## config.mk

```make
export PLATFORM = sky130hd
export DESIGN_NAME = mode_config_regs
export DESIGN_NICKNAME = d
export VERILOG_FILES = /design/src/include/mode_cfg_pkg.sv /design/src/hw/io_base_decode.sv /design/src/hw/mode_config_regs.sv
export SDC_FILE = /design/constraint.sdc
export NUM_CORES = 1
export LEC_CHECK = 0
export BUFFER_PORTS_ARGS = -buffer_cell sky130_fd_sc_hd__buf_2
export CORE_UTILIZATION = 30
export DETAILED_ROUTE_END_ITERATION = 6
export HOLD_SLACK_MARGIN = 0.12
export PLACE_DENSITY = 0.53
export SLEW_MARGIN = 20
export SYNTH_ARGS = -nofsm -noshare
export SYNTH_HDL_FRONTEND = slang
export SYNTH_HIERARCHICAL = 1
export SYNTH_SLANG_ARGS = --single-unit
```

## constraint.sdc

```tcl
create_clock -name ref_clk -period 3.5 [get_ports ref_clk]
set_input_delay 0.7 -clock ref_clk [delete_from_list [all_inputs] [get_ports ref_clk]]
set_output_delay 0.7 -clock ref_clk [all_outputs]
set_load 0.01 [all_outputs]
```

## src/include/mode_cfg_pkg.sv

```systemverilog
/*
  Shared constants and carrier types for the hidden mode configuration registers.
  Assumes a synchronous host I/O cycle interface already qualified to one-cycle strobes.
*/
package mode_cfg_pkg;
  // ****************************************
  // Register offsets within page 0
  // ****************************************
  localparam logic [3:0] OFS_BUS_MODE = 4'ha;
  localparam logic [3:0] OFS_MEDIA_OPT = 4'hb;
  // ****************************************
  // Field positions, first register
  // ****************************************
  localparam int IO_BASE_LSB = 0;
  localparam int IRQ_ROUTE_LSB = 3;
  localparam int EARLY_FETCH_BIT = 6;
  localparam int SHARED_MEM_BIT = 7;
  // ****************************************
  // Field positions, second register
  // ****************************************
  localparam int MEDIA_LSB = 0;
  localparam int LINK_TEST_BIT = 2;
  localparam int WIDE_ACK_BIT = 3;
  localparam int READY_ALE_BIT = 4;
  localparam int BUS_FAULT_BIT = 5;
  localparam int BOOT_WR_BIT = 6;
  localparam int RELOAD_BIT = 7;
  // ****************************************
  // Strap positions of the reset-loaded hardware register
  // ****************************************
  localparam int STRAP_IRQ_STYLE_BIT = 5;
  localparam int STRAP_LOCK_BIT = 7;
  // ****************************************
  // Reset values and codes
  // ****************************************
  localparam logic [7:0] BUS_MODE_RESET = 8'h00;
  localparam logic [7:0] MEDIA_OPT_RESET = 8'h00;
  localparam logic [2:0] IO_BASE_SOFT = 3'h1;
  localparam logic [15:0] SOFT_CFG_ADDR = 16'h0278;
  localparam logic [2:0] SOFT_WRITES = 3'h4;
  localparam logic [15:0] IO_WINDOW = 16'h0020;
  localparam logic [15:0] IO_WINDOW_MASK = 16'hffe0;
  localparam logic [1:0] MEDIA_TP_STD = 2'h0;
  localparam logic [1:0] MEDIA_THIN = 2'h1;
  localparam logic [1:0] MEDIA_THICK = 2'h2;
  localparam logic [1:0] MEDIA_TP_LOW = 2'h3;

  typedef enum logic [1:0] {
    ARM_NONE = 2'b00,
    ARM_BUS_MODE = 2'b01,
    ARM_MEDIA_OPT = 2'b11
  } arm_state_t;

  typedef struct packed {
    logic rd;
    logic wr;
    logic [15:0] addr;
    logic [7:0] wdata;
  } host_io_t;

  typedef struct packed {
    logic rbc_lo_wr;
    logic rbc_hi_wr;
    logic [7:0] wdata;
  } rbc_write_t;
endpackage

```

## src/hw/io_base_decode.sv

```systemverilog
/*
  Maps the three-bit base code to a host I/O base and decodes the 20H window.
  Assumes the address is a registered or stable 16-bit host I/O address.
*/
`timescale 1ns/10ps
module io_base_decode
  import mode_cfg_pkg::*;
(
  // Configuration
  input wire logic [2:0] io_base_select,
  // Host address
  input wire logic [15:0] addr,
  // Decode result
  output logic hit,
  output logic [3:0] offset
);
  logic [15:0] base;
  logic valid;

  always_comb begin
    valid = 1'b1;
    case (io_base_select)
      3'h0: base = 16'h0300;
      3'h2: base = 16'h0240;
      3'h3: base = 16'h0280;
      3'h4: base = 16'h02c0;
      3'h5: base = 16'h0320;
      3'h6: base = 16'h0340;
      default: begin
        // Software-placed code and the unlisted code answer nothing.
        base = 16'h0000;
        valid = 1'b0;
      end
    endcase
  end

  assign hit = valid && ((addr & IO_WINDOW_MASK) == base); // RULE5 RULE6
  assign offset = addr[3:0];
endmodule

```

## src/hw/mode_config_regs.sv

```systemverilog
/*
  Hidden mode configuration registers on page 0 of the host I/O window, with the
  pin-level outputs that their fields steer.
  Assumes host I/O strobes arrive as one-cycle pulses synchronous to ref_clk, and
  that the surrounding controller supplies page select, link status and events.
*/
//
// Overview of operation
// RULE1: Read 0AH shows first register; write lands only right after that read.
// RULE2: Otherwise a write at 0AH goes to remote byte count low.
// RULE3: Read 0BH shows second register; write lands only right after that read.
// RULE4: Otherwise a write at 0BH goes to remote byte count high.
// RULE5: Base code picks I/O base 0300H, 0240H, 0280H, 02C0H, 0320H or 0340H.
// RULE6: Device decodes 20H consecutive addresses from the selected base.
// RULE7: Code 001 answers nothing; four writes to 278H load base, once only.
// RULE8: Direct mode drives one chosen interrupt pin; other three float.
// RULE9: Coded mode uses fourth pin as request, others mirror bits 3 to 5.
// RULE10: Early-fetch bit in I/O mode starts next port fetch before read ends.
// RULE11: First register bit 7 picks shared-memory (1) or I/O-port (0) mode.
// RULE12: Media field picks standard TP, thin AUI, thick AUI or reduced-squelch TP.
// RULE13: Coax-power output low for thick coax, high for thin coax.
// RULE14: Writing 1 to link-test bit disables link pulses and integrity check.
// RULE15: Link-test read is 0 for AUI or bad link, else 1; code reads 1 on bad link while link test is disabled.
// RULE16: Bit 3 set delays wide-I/O acknowledge until a strobe; clear uses decode.
// RULE17: Bit 4 clear gives ready after command strobe; set after address latch.
// RULE18: Bus-fault flag sets when requested wait states are not honoured.
// RULE19: Writing one clears the bus-fault flag; zero leaves it.
// RULE20: Boot-PROM write enable low blocks all boot-PROM write cycles.
// RULE21: Writing 1 to bit 7 of second register starts serial ROM reload.
// RULE22: Host must not read-modify-write the second register.
// RULE23: Strap bit 5 low selects direct interrupts, high selects coded.
// RULE24: Strap bit 7 high hides both registers from software.
// RULE25: Any other I/O access resets the count of soft-config writes.
`timescale 1ns/10ps
module mode_config_regs
  import mode_cfg_pkg::*;
(
  // Clock and reset
  input wire logic ref_clk,
  input wire logic rst,
  // Reset-loaded hardware configuration
  input wire logic [7:0] hw_config_strap,
  // Host I/O cycle, one-cycle strobes
  input wire host_io_t host,
  input wire logic page0_sel,
  output logic io_hit,
  output logic rd_valid,
  output logic [7:0] rd_data,
  output rbc_write_t rbc_write,
  // Bus timing events and controls
  input wire logic ior_n,
  input wire logic iow_n,
  input wire logic ale,
  input wire logic wait_wanted,
  input wire logic cycle_end,
  output logic wide_io_ack,
  output logic ready_arm,
  // Data port and boot memory
  input wire logic port_read_active,
  input wire logic boot_wr_req,
  output logic early_port_fetch,
  output logic boot_wr_cycle,
  output logic shared_memory_select,
  // Interrupt pins
  input wire logic irq_req,
  output logic [2:0] irq_route_out,
  output logic [2:0] irq_route_oe,
  output logic irq_line_fourth,
  output logic irq_line_fourth_oe,
  // Media
  input wire logic link_good,
  output logic [1:0] media_select,
  output logic coax_power,
  output logic link_test_disable,
  output logic reduced_squelch,
  output logic twisted_pair_port,
  output logic serial_rom_reload
);
  logic [7:0] bus_mode_config;
  logic [7:0] media_bus_option_config;
  logic bus_fault_flag;
  logic [7:0] strap;
  logic strap_taken;
  arm_state_t arm;
  logic [2:0] soft_count;
  logic soft_used;
  logic [3:0] ofs;
  logic any_access;
  logic cfg_open;
  logic wr_bus_mode;
  logic wr_media_opt;
  logic soft_wr;
  logic link_test_ctl;
  logic [2:0] irq_route_field;
  logic wait_pending;

  io_base_decode u_decode (
    .io_base_select(bus_mode_config[IO_BASE_LSB +: 3]),
    .addr(host.addr),
    .hit(io_hit),
    .offset(ofs)
  );

  // ****************************************
  // Strap capture after reset release
  // ****************************************
  always_ff @(posedge ref_clk) begin
    if (rst) begin
      strap <= 8'h00;
      strap_taken <= 1'b0;
    end else if (!strap_taken) begin
      strap <= hw_config_strap;
      strap_taken <= 1'b1;
    end
  end

  // ****************************************
  // Hidden write arming
  // ****************************************
  assign any_access = (host.rd || host.wr) && io_hit;
  assign cfg_open = strap_taken && !strap[STRAP_LOCK_BIT]; // RULE24
  assign wr_bus_mode = host.wr && io_hit && page0_sel && ofs == OFS_BUS_MODE
                       && arm == ARM_BUS_MODE && cfg_open; // RULE1
  assign wr_media_opt = host.wr && io_hit && page0_sel && ofs == OFS_MEDIA_OPT
                        && arm == ARM_MEDIA_OPT && cfg_open; // RULE3

  always_ff @(posedge ref_clk) begin
    if (rst) begin
      arm <= ARM_NONE;
    end else if (any_access) begin
      // Any access in the I/O window, including the hidden write itself, disarms; only a read re-arms.
      if (host.rd && page0_sel && ofs == OFS_BUS_MODE) begin
        arm <= ARM_BUS_MODE;
      end else if (host.rd && page0_sel && ofs == OFS_MEDIA_OPT) begin
        arm <= ARM_MEDIA_OPT;
      end else begin
        arm <= ARM_NONE;
      end
    end
  end

  always_ff @(posedge ref_clk) begin
    if (rst) begin
      rbc_write <= '0;
    end else begin
      rbc_write.rbc_lo_wr <= host.wr && io_hit && page0_sel && ofs == OFS_BUS_MODE
                             && !wr_bus_mode; // RULE2
      rbc_write.rbc_hi_wr <= host.wr && io_hit && page0_sel && ofs == OFS_MEDIA_OPT
                             && !wr_media_opt; // RULE4
      rbc_write.wdata <= host.wdata;
    end
  end

  // ****************************************
  // Software placement of the I/O base
  // ****************************************
  assign soft_wr = host.wr && host.addr == SOFT_CFG_ADDR && !soft_used
                   && bus_mode_config[IO_BASE_LSB +: 3] == IO_BASE_SOFT;

  always_ff @(posedge ref_clk) begin
    if (rst) begin
      soft_count <= 3'h0;
    end else if (soft_wr) begin
      soft_count <= (soft_count == SOFT_WRITES - 3'h1) ? 3'h0 : soft_count + 3'h1; // RULE7
    end else if (host.rd || host.wr) begin
      soft_count <= 3'h0; // RULE25
    end
  end

  // Only a reset on rst rearms the one-shot sequence.
  always_ff @(posedge ref_clk) begin
    if (rst) begin
      soft_used <= 1'b0;
    end else if (soft_wr && soft_count == SOFT_WRITES - 3'h1) begin
      soft_used <= 1'b1; // RULE7
    end
  end

  // ****************************************
  // Configuration registers
  // ****************************************
  always_ff @(posedge ref_clk) begin
    if (rst) begin
      bus_mode_config <= BUS_MODE_RESET;
    end else if (wr_bus_mode) begin
      bus_mode_config <= host.wdata; // RULE1
    end else if (soft_wr && soft_count == SOFT_WRITES - 3'h1) begin
      bus_mode_config[IO_BASE_LSB +: 3] <= host.wdata[IO_BASE_LSB +: 3]; // RULE7
    end
  end

  // The fault flag and reload trigger are held apart from the stored byte.
  always_ff @(posedge ref_clk) begin
    if (rst) begin
      media_bus_option_config <= MEDIA_OPT_RESET;
    end else if (wr_media_opt) begin
      media_bus_option_config <= host.wdata; // RULE3
      media_bus_option_config[BUS_FAULT_BIT] <= 1'b0;
      media_bus_option_config[RELOAD_BIT] <= 1'b0;
    end
  end

  always_ff @(posedge ref_clk) begin
    if (rst) begin
      serial_rom_reload <= 1'b0;
    end else begin
      serial_rom_reload <= wr_media_opt && host.wdata[RELOAD_BIT]; // RULE21
    end
  end

  // ****************************************
  // Bus fault detection
  // ****************************************
  always_ff @(posedge ref_clk) begin
    if (rst) begin
      wait_pending <= 1'b0;
    end else if (cycle_end) begin
      wait_pending <= 1'b0;
    end else if (wait_wanted) begin
      wait_pending <= 1'b1;
    end
  end

  // A new fault wins over a clear written in the same cycle.
  always_ff @(posedge ref_clk) begin
    if (rst) begin
      bus_fault_flag <= 1'b0;
    end else if (cycle_end && (wait_pending || wait_wanted)) begin
      bus_fault_flag <= 1'b1; // RULE18
    end else if (wr_media_opt && host.wdata[BUS_FAULT_BIT]) begin
      bus_fault_flag <= 1'b0; // RULE19
    end
  end

  // ****************************************
  // Read path
  // ****************************************
  assign link_test_ctl = !twisted_pair_port ? 1'b0 :
                         (link_test_disable || link_good); // RULE15

  always_ff @(posedge ref_clk) begin
    if (rst) begin
      rd_valid <= 1'b0;
      rd_data <= 8'h00;
    end else begin
      rd_valid <= host.rd && io_hit && page0_sel && cfg_open
                  && (ofs == OFS_BUS_MODE || ofs == OFS_MEDIA_OPT);
      if (ofs == OFS_BUS_MODE) begin
        rd_data <= bus_mode_config; // RULE1
      end else begin
        rd_data <= {1'b0, media_bus_option_config[BOOT_WR_BIT], bus_fault_flag,
                    media_bus_option_config[READY_ALE_BIT:WIDE_ACK_BIT],
                    link_test_ctl, media_bus_option_config[MEDIA_LSB +: 2]}; // RULE3
      end
    end
  end

  // ****************************************
  // Mode outputs
  // ****************************************
  assign media_select = media_bus_option_config[MEDIA_LSB +: 2]; // RULE12
  assign twisted_pair_port = media_select == MEDIA_TP_STD || media_select == MEDIA_TP_LOW;
  assign reduced_squelch = media_select == MEDIA_TP_LOW;
  assign link_test_disable = media_bus_option_config[LINK_TEST_BIT]; // RULE14
  assign shared_memory_select = bus_mode_config[SHARED_MEM_BIT]; // RULE11

  always_ff @(posedge ref_clk) begin
    if (rst) begin
      coax_power <= 1'b0;
    end else if (media_select == MEDIA_THICK) begin
      coax_power <= 1'b0; // RULE13
    end else if (media_select == MEDIA_THIN) begin
      coax_power <= 1'b1; // RULE13
    end
  end

  // ****************************************
  // Bus timing controls
  // ****************************************
  assign wide_io_ack = io_hit && (!media_bus_option_config[WIDE_ACK_BIT]
                       || !ior_n || !iow_n); // RULE16
  assign ready_arm = io_hit && (media_bus_option_config[READY_ALE_BIT] ? ale
                     : (!ior_n || !iow_n)); // RULE17
  assign early_port_fetch = bus_mode_config[EARLY_FETCH_BIT] && !shared_memory_select
                            && port_read_active; // RULE10
  assign boot_wr_cycle = boot_wr_req && media_bus_option_config[BOOT_WR_BIT]; // RULE20

  // ****************************************
  // Interrupt pins
  // ****************************************
  assign irq_route_field = bus_mode_config[IRQ_ROUTE_LSB +: 3];

  always_ff @(posedge ref_clk) begin
    if (rst) begin
      irq_route_out <= 3'h0;
      irq_route_oe <= 3'h0;
      irq_line_fourth <= 1'b0;
      irq_line_fourth_oe <= 1'b0;
    end else if (strap[STRAP_IRQ_STYLE_BIT]) begin // RULE23
      irq_route_out <= irq_route_field; // RULE9
      irq_route_oe <= 3'h7;
      irq_line_fourth <= irq_req;
      irq_line_fourth_oe <= 1'b1;
    end else begin
      irq_route_out <= {3{irq_req}};
      irq_line_fourth <= irq_req;
      // The upper select bit is ignored; codes x11 map to the fourth pin.
      case (irq_route_field[1:0])
        2'h0: irq_route_oe <= 3'h1; // RULE8
        2'h1: irq_route_oe <= 3'h2;
        2'h2: irq_route_oe <= 3'h4;
        default: irq_route_oe <= 3'h0;
      endcase
      irq_line_fourth_oe <= irq_route_field[1:0] == 2'h3;
    end
  end
endmodule

```

==> results.json, run 1 <==
{
  "status": "finished clean",
  "p_leak_nw": 1.31,
  "ctsHoldBuffers": 0,
  "grt_antenna_before_repair": 0,
  "min_period_ns": 3.22,
  "post_cts_buffers": 0,
  "chipHeight_um": 88.3,
  "cp_slowest_cell": "or4b_1",
  "yosysWarnings": 6,
  "skew_ns": 0.00756,
  "syn_area_per_cell_um2": 9.46,
  "worstHoldPathType": "register to register",
  "power_mw": 1.14,
  "synthArstFlopShare_pct": 0,
  "grt_usage_pct": 13.2,
  "post-dp-hpwl_um": 3790,
  "crit_path_end_kind": "output port",
  "drc": 0,
  "post_cts_resized": 0,
  "numCtsBuffers": 5,
  "slew_headroom_pct": 64.2,
  "max_stage_delay_ns": 0.49,
  "cp.arrival_ns": 2.52,
  "finalHoldViolCount": 0,
  "start_util_pct": 31.0,
  "fp-row-count": 31,
  "synth_nets": 286,
  "io_pins": 86,
  "critical_path.top_delay_family": "simple AND/OR/NAND/NOR gates",
  "grt_start_max_net_pins": 28,
  "timing.final.ws_setup_ns": 0.277,
  "grt_overflow_total": 0,
  "syn_to_final_growth_pct": 25.7,
  "finalWirelength_um": 5020,
  "maxCapViolCount": 0,
  "cp_num_buf_inv": 3,
  "setup_viol": 0,
  "ant_nets": 0,
  "synth_edf_count": 0,
  "synth_area_mm2": 0.00223,
  "coreArea_mm2": 0.00721,
  "final_area_mm2": 0.00281,
  "drive_gt1_share_pct": 31.8,
  "cts_tree": "done",
  "firstDrtPassIters": 7,
  "grt_pass1_vias": 1574,
  "portBuffers": 79,
  "htree_levels": 2,
  "gp_congestion": 0.826,
  "critPathRequiredTime_ns": 2.80,
  "synthCells": 236,
  "path_cells": "nand2b_1 -> nor2_1 -> or4b_1 -> a2111oi_2 -> buf_4 -> inv_1 -> a31oi_1 -> buf_2",
  "pre_cts_ws_ns": 0.255,
  "grt_pass1_wl_um": 7780,
  "cts.sinks": 54,
  "dr_total_vias": 1853,
  "slew_violations": 0,
  "place_area_mm2": 0.00269,
  "cts_buffer_depth": 2,
  "drt-initial-drc-count": 110,
  "nNetsFinal": 360,
  "viasPerCell": 4.52,
  "crit_fanout": 7,
  "wl_per_cell_um": 12.3,
  "yosys_register_bits": 54,
  "synth-seq-area-share_pct": 48.4,
  "startpoint_type": "register",
  "dieArea_mm2": 0.00779,
  "synth_top_flop_cell": "dfxtp_1",
  "clock_latency_ns": 0.31,
  "grt_setup_unrepaired": "false",
  "p_per_area_mw_per_mm2": 407,
  "diodes": 0,
  "max_clock_freq_ghz": 0.310,
  "irDropWorstVdd_mv": 0.195,
  "period_share_pct": 92.1,
  "worst_pin_slew_ns": 0.534,
  "fp.dieW_um": 88.3,
  "path_class": "register to output port",
  "clkSlewWorstSetupHoldPaths_ns": 0.10,
  "synthDistinctLibCells": 43,
  "finalSetupTns_ns": 0,
  "root_buffer": "clkbuf_8"
}
routing by layer:
| metal | GRT usage (%) | up-vias | wire, µm |
|---|---|---|---|
| li1 | - | 952 | - |
| met1 | 17.8 | 847 | 2370 |
| met2 | 20.6 | 49 | 2330 |
| met3 | 3.08 | 5 | 257 |
| met4 | 4.69 | 0 | 73 |
| met5 | 0 | - | 0 |
worst reg2reg max path: stages, from the launching register on:
cell and delay (ns):
dfxtp_1 0.45, nand2b_1 0.21, nor2_1 0.07, or4b_1 0.49, a2111oi_2 0.44, nand3_1 0.22, or4_1 0.77, o21ai_0 0.25
a21oi_1 0.08
placed cells by master (no fill, tap or decap), drive strengths merged, types with 4 or more instances in the layout:
master / n
nand2b: 4
nand3: 4
nand2: 22
ha: 4
mux2i: 14
buf: 82
nor2b: 12
nor2: 27
dfxtp: 54
inv: 10
nor3: 8
o21ai: 5
clkbuf: 5
a21oi: 19
through the flow:
stage	std cells	utilization, %	hold WS, ns
floorplan	236	-	0.433
global placement	402	37.3	0.448
detailed placement	402	37.3	0.445
CTS	410	38.9	0.455
global route	410	38.9	0.481
finish	410	38.9	0.464
power by group:
| part | switching, mW | leakage [nW] | internal, mW |
|---|---|---|---|
| logic | 0.0445 | 0.814 | 0.0377 |
| registers | 0.00579 | 0.440 | 0.628 |
| clock network | 0.212 | 0.0585 | 0.215 |
| total | 0.262 | 1.31 | 0.881 |
sequential cells by signal (all words and copies together) (netlist names):
signal,flops
arm,2
bus_fault_flag,1
bus_mode_config,8
coax_power,1
irq_line_fourth,1
irq_line_fourth_oe,1
irq_route_oe,3
irq_route_out,3
media_bus_option_config,6
rbc_write,10
rd_data,8
rd_valid,1
serial_rom_reload,1
soft_count,3
soft_used,1
strap,2
strap_taken,1
wait_pending,1
cell families after synthesis:
group	share of synthesized area, %
AND/OR/NAND/NOR	25.8
multiplexers	8.29
buffers and inverters	5.15
flip-flops	48.4
AO/OA/AOI/OAI	9.36
adder cells (fa/ha/maj)	2.24
XOR/XNOR	0.784
synth_stat cells, types with 2 or more instances:
| cell | count | area share [%] |
|---|---|---|
| nor2b_1 | 12 | 3.4 |
| nor4b_1 | 2 | 0.78 |
| nand3_1 | 4 | 0.90 |
| and3b_1 | 2 | 0.78 |
| ha_1 | 4 | 2.2 |
| or4b_1 | 2 | 0.90 |
| buf_2 | 2 | 0.45 |
| xor2_1 | 2 | 0.78 |
| buf_4 | 6 | 2.0 |
| nand2b_1 | 4 | 1.1 |
| o21ai_0 | 5 | 1.1 |
| clkbuf_1 | 3 | 0.50 |
| nor4bb_1 | 2 | 0.90 |
| dfxtp_1 | 54 | 48 |
| buf_1 | 4 | 0.67 |
| inv_1 | 9 | 1.5 |
| a21oi_1 | 19 | 4.3 |
| nor2_1 | 27 | 4.5 |
| nand2_1 | 22 | 3.7 |
| and2_1 | 3 | 0.84 |
| nand4_1 | 3 | 0.84 |
| nor3_1 | 8 | 1.8 |
| nor4_1 | 2 | 0.56 |
| mux2i_1 | 14 | 6.3 |
| mux2_4 | 3 | 2.0 |
final cells by class:
cell class                 count  area (µm²)
multi-input combinational    158        1040
clock inverter                 3        43.8
inverter                       9        33.8
clock buffer                   5        68.8
tap                           99         124
fill                         752        4410
sequential                    54        1080
timing repair buffer          82         418
final timing paths:
| check | startpoint | endpoint | slack (ns) | cells past startpoint |
|---|---|---|---|---|
| hold / removal | bus_fault_flag$_SDFFE_PP0P_ | rd_data[5]$_SDFF_PP0_ | 0.46 | 2 |
| setup reg to reg | bus_mode_config[1]$_SDFFE_PP0P_ | bus_fault_flag$_SDFFE_PP0P_ | 0.41 | 8 |
| setup / recovery | bus_mode_config[1]$_SDFFE_PP0P_ | wide_io_ack | 0.28 | 8 |
| hold reg to reg | bus_fault_flag$_SDFFE_PP0P_ | rd_data[5]$_SDFF_PP0_ | 0.46 | 2 |
No activity file was read; power rests on OpenSTA's default activity.
==> run 2: changes to the inputs <==
PLACE_DENSITY = 0.55   (was 0.53)
RECOVER_POWER = 100   (was default)
clock period = 2.6 ns   (was 3.5 ns; I/O delays follow)
==> run 2 against run 1 <==
The run now ends with negative setup slack left. Hold slack lost 0.082 ns. Global-route usage rose by 0.73 points. Largest cell class is now multi-input gates. Utilization rose by 1.5 points. Register-to-register slack got worse by 0.44 ns. Sequential power up 35%. Cell count is 3.4% higher.
==> results.json, run 2 (same netlist as run 1, synthesis figures left out) <==
{
  "cts_buffer_depth": 2,
  "worst_pin_slew_ns": 1.06,
  "viasPerCell": 4.54,
  "final_common_cell": "dfxtp_1",
  "irDropWorstVdd_mv": 0.212,
  "min_period_ns": 2.67,
  "register_area_mm2": 0.00108,
  "crit_path_end_kind": "output port",
  "diodes": 0,
  "chipHeight_um": 88.3,
  "p_leak_nw": 1.23,
  "root_buffer": "clkbuf_8",
  "io_pins": 86,
  "finalWirelength_um": 5340,
  "r2r-start": "bus_mode_config[1]$_SDFFE_PP0P_",
  "clkSlewWorstSetupHoldPaths_ns": 0.10,
  "pre_cts_ws_ns": -0.201,
  "period_share_pct": 103,
  "multi_input_area_mm2": 0.00109,
  "nNetsFinal": 374,
  "grt_setup_unrepaired": "true",
  "violations": "negative setup slack",
  "dr_total_vias": 1927,
  "finalSetupTns_ns": -0.229,
  "dieArea_mm2": 0.00779,
  "final_util_pct": 40.4,
  "critPathRequiredTime_ns": 2.08,
  "grt_overflow_total": 0,
  "max_clock_freq_ghz": 0.375,
  "finalHoldViolCount": 0,
  "cts_tree": "done",
  "ant_nets": 0,
  "numCtsBuffers": 5,
  "setup_viol": 6,
  "grt_usage_pct": 13.9,
  "power_mw": 1.42,
  "largest_reg_flops": 10,
  "htree_levels": 2,
  "fp-row-count": 31,
  "wl_per_cell_um": 12.6,
  "grt_pass1_wl_um": 8270,
  "fp.dieW_um": 88.3,
  "path_class": "register to output port",
  "maxCapViolCount": 0,
  "grt_antenna_before_repair": 0,
  "portBuffers": 79,
  "status": "finished with violations",
  "worstHoldPathType": "input pin to register",
  "drc": 0,
  "grt_pass1_vias": 1684,
  "cp.arrival_ns": 2.15,
  "coreArea_mm2": 0.00721,
  "drive_gt1_share_pct": 25.2,
  "r2r_slack_ns": -0.03,
  "clock_latency_ns": 0.30,
  "drt-initial-drc-count": 56,
  "fillers": 766,
  "firstDrtPassIters": 4,
  "skew_ns": 0.00785,
  "whs_path_depth": 2,
  "hold_start": "cycle_end",
  "slew_headroom_pct": 29.2,
  "r2r_cells": 9,
  "post-dp-hpwl_um": 4010,
  "timing.final.ws_setup_ns": -0.0677,
  "ctsHoldBuffers": 0,
  "holdPathEnd": "wait_pending$_SDFFE_PP0P_",
  "gp_congestion": 0.785,
  "start_util_pct": 31.0,
  "r2r-end": "bus_mode_config[1]$_SDFFE_PP0P_",
  "crit_fanout": 4,
  "regMostFlops": "rbc_write",
  "p_per_area_mw_per_mm2": 487,
  "startpoint_type": "register",
  "slew_violations": 0,
  "cts.sinks": 54,
  "largestRegisters": "rbc_write (10), bus_mode_config (8), rd_data (8)",
  "grt_start_max_net_pins": 27,
  "mostFrequentLayoutCells": "52 x dfxtp_1, 41 x clkbuf_1, 39 x buf_2",
  "syn_to_final_growth_pct": 30.4
}
[run 2: cell types whose count changed in the layout (fill, tap and decap cells not counted), sizes merged]
| cell | previous run | this run |
|---|---|---|
| buf | 82 | 56 |
| clkbuf | 5 | 46 |
| inv | 10 | 9 |
| bufinv | 1 | 0 |
| clkinv | 1 | 2 |
[run 2: worst max-delay path by stage]
stage,to,slack (ns),from,depth (start not counted)
floorplan,bus_mode_config[1]$_SDFFE_PP0P_,-0.14,host[13],6
global placement,media_bus_option_config[0]$_SDFFE_PP0P_,-0.15,host[13],8
detailed placement,media_bus_option_config[6]$_SDFFE_PP0P_,-0.20,host[15],9
CTS,wide_io_ack,-0.13,bus_mode_config[1]$_SDFFE_PP0P_,8
global route,wide_io_ack,-0.18,bus_mode_config[1]$_SDFFE_PP0P_,8
finish,wide_io_ack,-0.07,bus_mode_config[1]$_SDFFE_PP0P_,8
[run 2: worst max-delay path, stage by stage (launching register included)]
cell and delay, ns:
dfxtp_2 0.35, nand2b_4 0.14, nor2_2 0.04, or4b_4 0.49
a2111oi_4 0.32, buf_4 0.19, inv_4 0.04, a31oi_1 0.12
buf_2 0.15
[run 2: cell type report]
class / count / area share [%]
inverters: 9 / 1.25
clock inverters: 2 / 0.473
repair buffers: 96 / 16.9
multi-input cells: 158 / 37.4
clock buffers: 6 / 2.49
well taps: 99 / 4.25
flip-flops and latches: 54 / 37.2
[run 2: stage by stage]
stage	hold WS (ns)	instances	area [µm²]
6_report	0.382	424	2910
4_1_cts	0.375	421	2920
5_1_grt	0.367	424	2910
2_1_floorplan	0.435	236	2270
3_5_place_dp	0.452	411	2800
3_3_place_gp	0.446	411	2800
[run 2: repair_timing]
action,in CTS,in global routing
pin swaps,3,4
setup buffers,2,3
gates resized for setup,6,6
endpoints found under the setup margin,5,18
[run 2: power by group]
part           internal, mW  switching [mW]
clock network         0.191           0.263
registers             0.845         0.00878
logic                0.0480          0.0614
total                  1.08           0.333
[run 2: routing by layer]
metal	GRT usage [%]	up-vias	part of all wire, %	wire length, µm
met5	0	-	0	0
met4	3.96	0	0.96	51
met3	2.71	4	4.3	231
met2	22.7	51	47	2490
met1	18.8	894	48	2570
li1	-	978	-	-
==> run 3: changes to the inputs <==
clock period = 2.3 ns   (was 2.6 ns; I/O delays follow)
==> run 3 against run 2 <==
The run still ends with negative setup slack left. Non-clock buffer count is 4 higher. Power is 13% higher. Sequential share of layout area is 0.35 points lower. Sequential power is 13% higher. Flip-flop and latch count stayed put. Die area stayed put. First-iteration DRC count is 16% higher. Clock power is 14% higher. Wire length is 0.49% higher. Critical path depth stayed put. Clock skew is 0.0024 ns higher. Combinational power is 17% higher.
==> results.json, run 3 (same netlist as run 1, synthesis figures left out) <==
{
  "drive_gt1_share_pct": 27.4,
  "drt-initial-drc-count": 65,
  "clock_latency_ns": 0.31,
  "grt_antenna_before_repair": 0,
  "final_common_cell": "dfxtp_1",
  "io_pins": 86,
  "grt_pass1_wl_um": 8180,
  "p_int_mw": 1.23,
  "worstHoldPathType": "input pin to register",
  "grt_overflow_total": 0,
  "diodes": 0,
  "grt_setup_unrepaired": "true",
  "p_per_area_mw_per_mm2": 547,
  "cts_buffer_depth": 2,
  "chipHeight_um": 88.3,
  "mostFrequentLayoutCells": "52 x dfxtp_1, 40 x clkbuf_1, 40 x buf_2",
  "irDropWorstVdd_mv": 0.254,
  "max_clock_freq_ghz": 0.383,
  "switchingPower_uw": 381,
  "setup_viol": 19,
  "viasPerCell": 4.49,
  "final_util_pct": 40.7,
  "dieArea_mm2": 0.00779,
  "root_buffer": "clkbuf_8",
  "holdWs_ns": 0.313,
  "fillers": 784,
  "timing.final.ws_setup_ns": -0.313,
  "largestRegisters": "rbc_write (10), bus_mode_config (8), rd_data (8)",
  "nNetsFinal": 378,
  "p_leak_nw": 1.25,
  "slew_violations": 0,
  "cts.sinks": 54,
  "slew_headroom_pct": 20.7,
  "numCtsBuffers": 5,
  "cp.arrival_ns": 2.15,
  "violations": "negative setup slack",
  "dr_total_vias": 1922,
  "crit_path_end_kind": "output port",
  "period_share_pct": 114,
  "fp-row-count": 31,
  "p_sw_share_pct": 23.7,
  "htree_levels": 2,
  "fp.dieW_um": 88.3,
  "seqPwrFrac_pct": 60.1,
  "startpoint_type": "register",
  "finalWirelength_um": 5360,
  "drc": 0,
  "cts_tree": "done",
  "skew_ns": 0.0102,
  "syn_to_final_growth_pct": 31.6,
  "grt_pass1_vias": 1686,
  "crit_fanout": 4,
  "critPathRequiredTime_ns": 1.84,
  "min_period_ns": 2.61,
  "regMostFlops": "rbc_write",
  "firstDrtPassIters": 4,
  "largest_reg_flops": 10,
  "whs_path_depth": 2,
  "final_area_mm2": 0.00294,
  "maxCapViolCount": 0,
  "gp_congestion": 0.820,
  "wl_per_cell_um": 12.5,
  "path_class": "register to output port",
  "place_area_mm2": 0.00284,
  "worst_pin_slew_ns": 1.19,
  "ant_nets": 0,
  "power_frac_comb_pct": 7.9,
  "post-dp-hpwl_um": 4020,
  "grt_start_max_net_pins": 28,
  "clkSlewWorstSetupHoldPaths_ns": 0.10,
  "clockPowerShare_pct": 32.1,
  "start_util_pct": 31.0,
  "status": "finished with violations",
  "portBuffers": 79,
  "grt_usage_pct": 13.9,
  "finalHoldViolCount": 0,
  "coreArea_mm2": 0.00721,
  "r2r_cells": 9
}
[run 3: changes by cell type in the layout (fill, tap and decap cells not counted), sizes merged]
cell	delta
buf	+4
[run 3: power groups by stage]
stage / logic, mW / clock network [mW] / registers, mW
6_report: 0.127 / 0.516 / 0.966
5_1_grt: 0.142 / 0.568 / 0.968
4_1_cts: 0.132 / 0.539 / 0.966
3_5_place_dp: 0.131 / 0 / 0.987
3_3_place_gp: 0.130 / 0 / 0.987
2_1_floorplan: 0.0557 / 0 / 0.993
[run 3: path summary, 6_finish.rpt]
path	startpoint	to	slack, ns
max reg2reg	bus_mode_config[1]$_SDFFE_PP0P_	media_bus_option_config[0]$_SDFFE_PP0P_	-0.28
max	bus_mode_config[1]$_SDFFE_PP0P_	wide_io_ack	-0.31
min	cycle_end	wait_pending$_SDFFE_PP0P_	0.31
min reg2reg	bus_fault_flag$_SDFFE_PP0P_	bus_fault_flag$_SDFFE_PP0P_	0.47
[run 3: routing by layer]
metal	vias to the layer above	share of wire, %	GRT usage [%]	routed length [µm]
met5	-	0	0	0
met4	0	1.7	5.57	91
met3	8	3.4	2.61	182
met2	50	46	22.5	2490
met1	873	48	18.3	2600
li1	991	-	-	-
[run 3: layout make-up]
cell class / instances / area (µm²) / area share (%)
clock inverters: 2 / 13.8 / 0.468
repair buffers: 100 / 517 / 17.6
inverters: 9 / 36.3 / 1.23
multi-input cells: 158 / 1090 / 37.2
flip-flops and latches: 54 / 1080 / 36.9
well taps: 99 / 124 / 4.21
clock buffers: 6 / 72.6 / 2.47
[run 3: what timing repair did]
item	4_1_cts	5_1_grt
hold buffers	0	0
resized for setup	7	6
pin swaps	3	0
endpoints found under the setup margin	19	20
buffers inserted	3	1
[run 3: through the flow]
stage	setup WS [ns]	setup TNS [ns]	total power, mW	std cells
2_1_floorplan	-0.420	-5.00	1.05	236
3_3_place_gp	-0.368	-4.98	1.12	416
3_5_place_dp	-0.386	-5.17	1.12	416
4_1_cts	-0.332	-3.71	1.64	427
5_1_grt	-0.426	-6.19	1.68	428
6_report	-0.313	-4.19	1.61	428
[run 3: critical path, stage by stage, from the launching register on]
cell and delay (ns):
dfxtp_2 0.34, nand2b_4 0.14, nor2_2 0.04, or4b_4 0.49, a2111oi_4 0.34, buf_4 0.19
inv_4 0.04, a31oi_2 0.12, buf_2 0.14
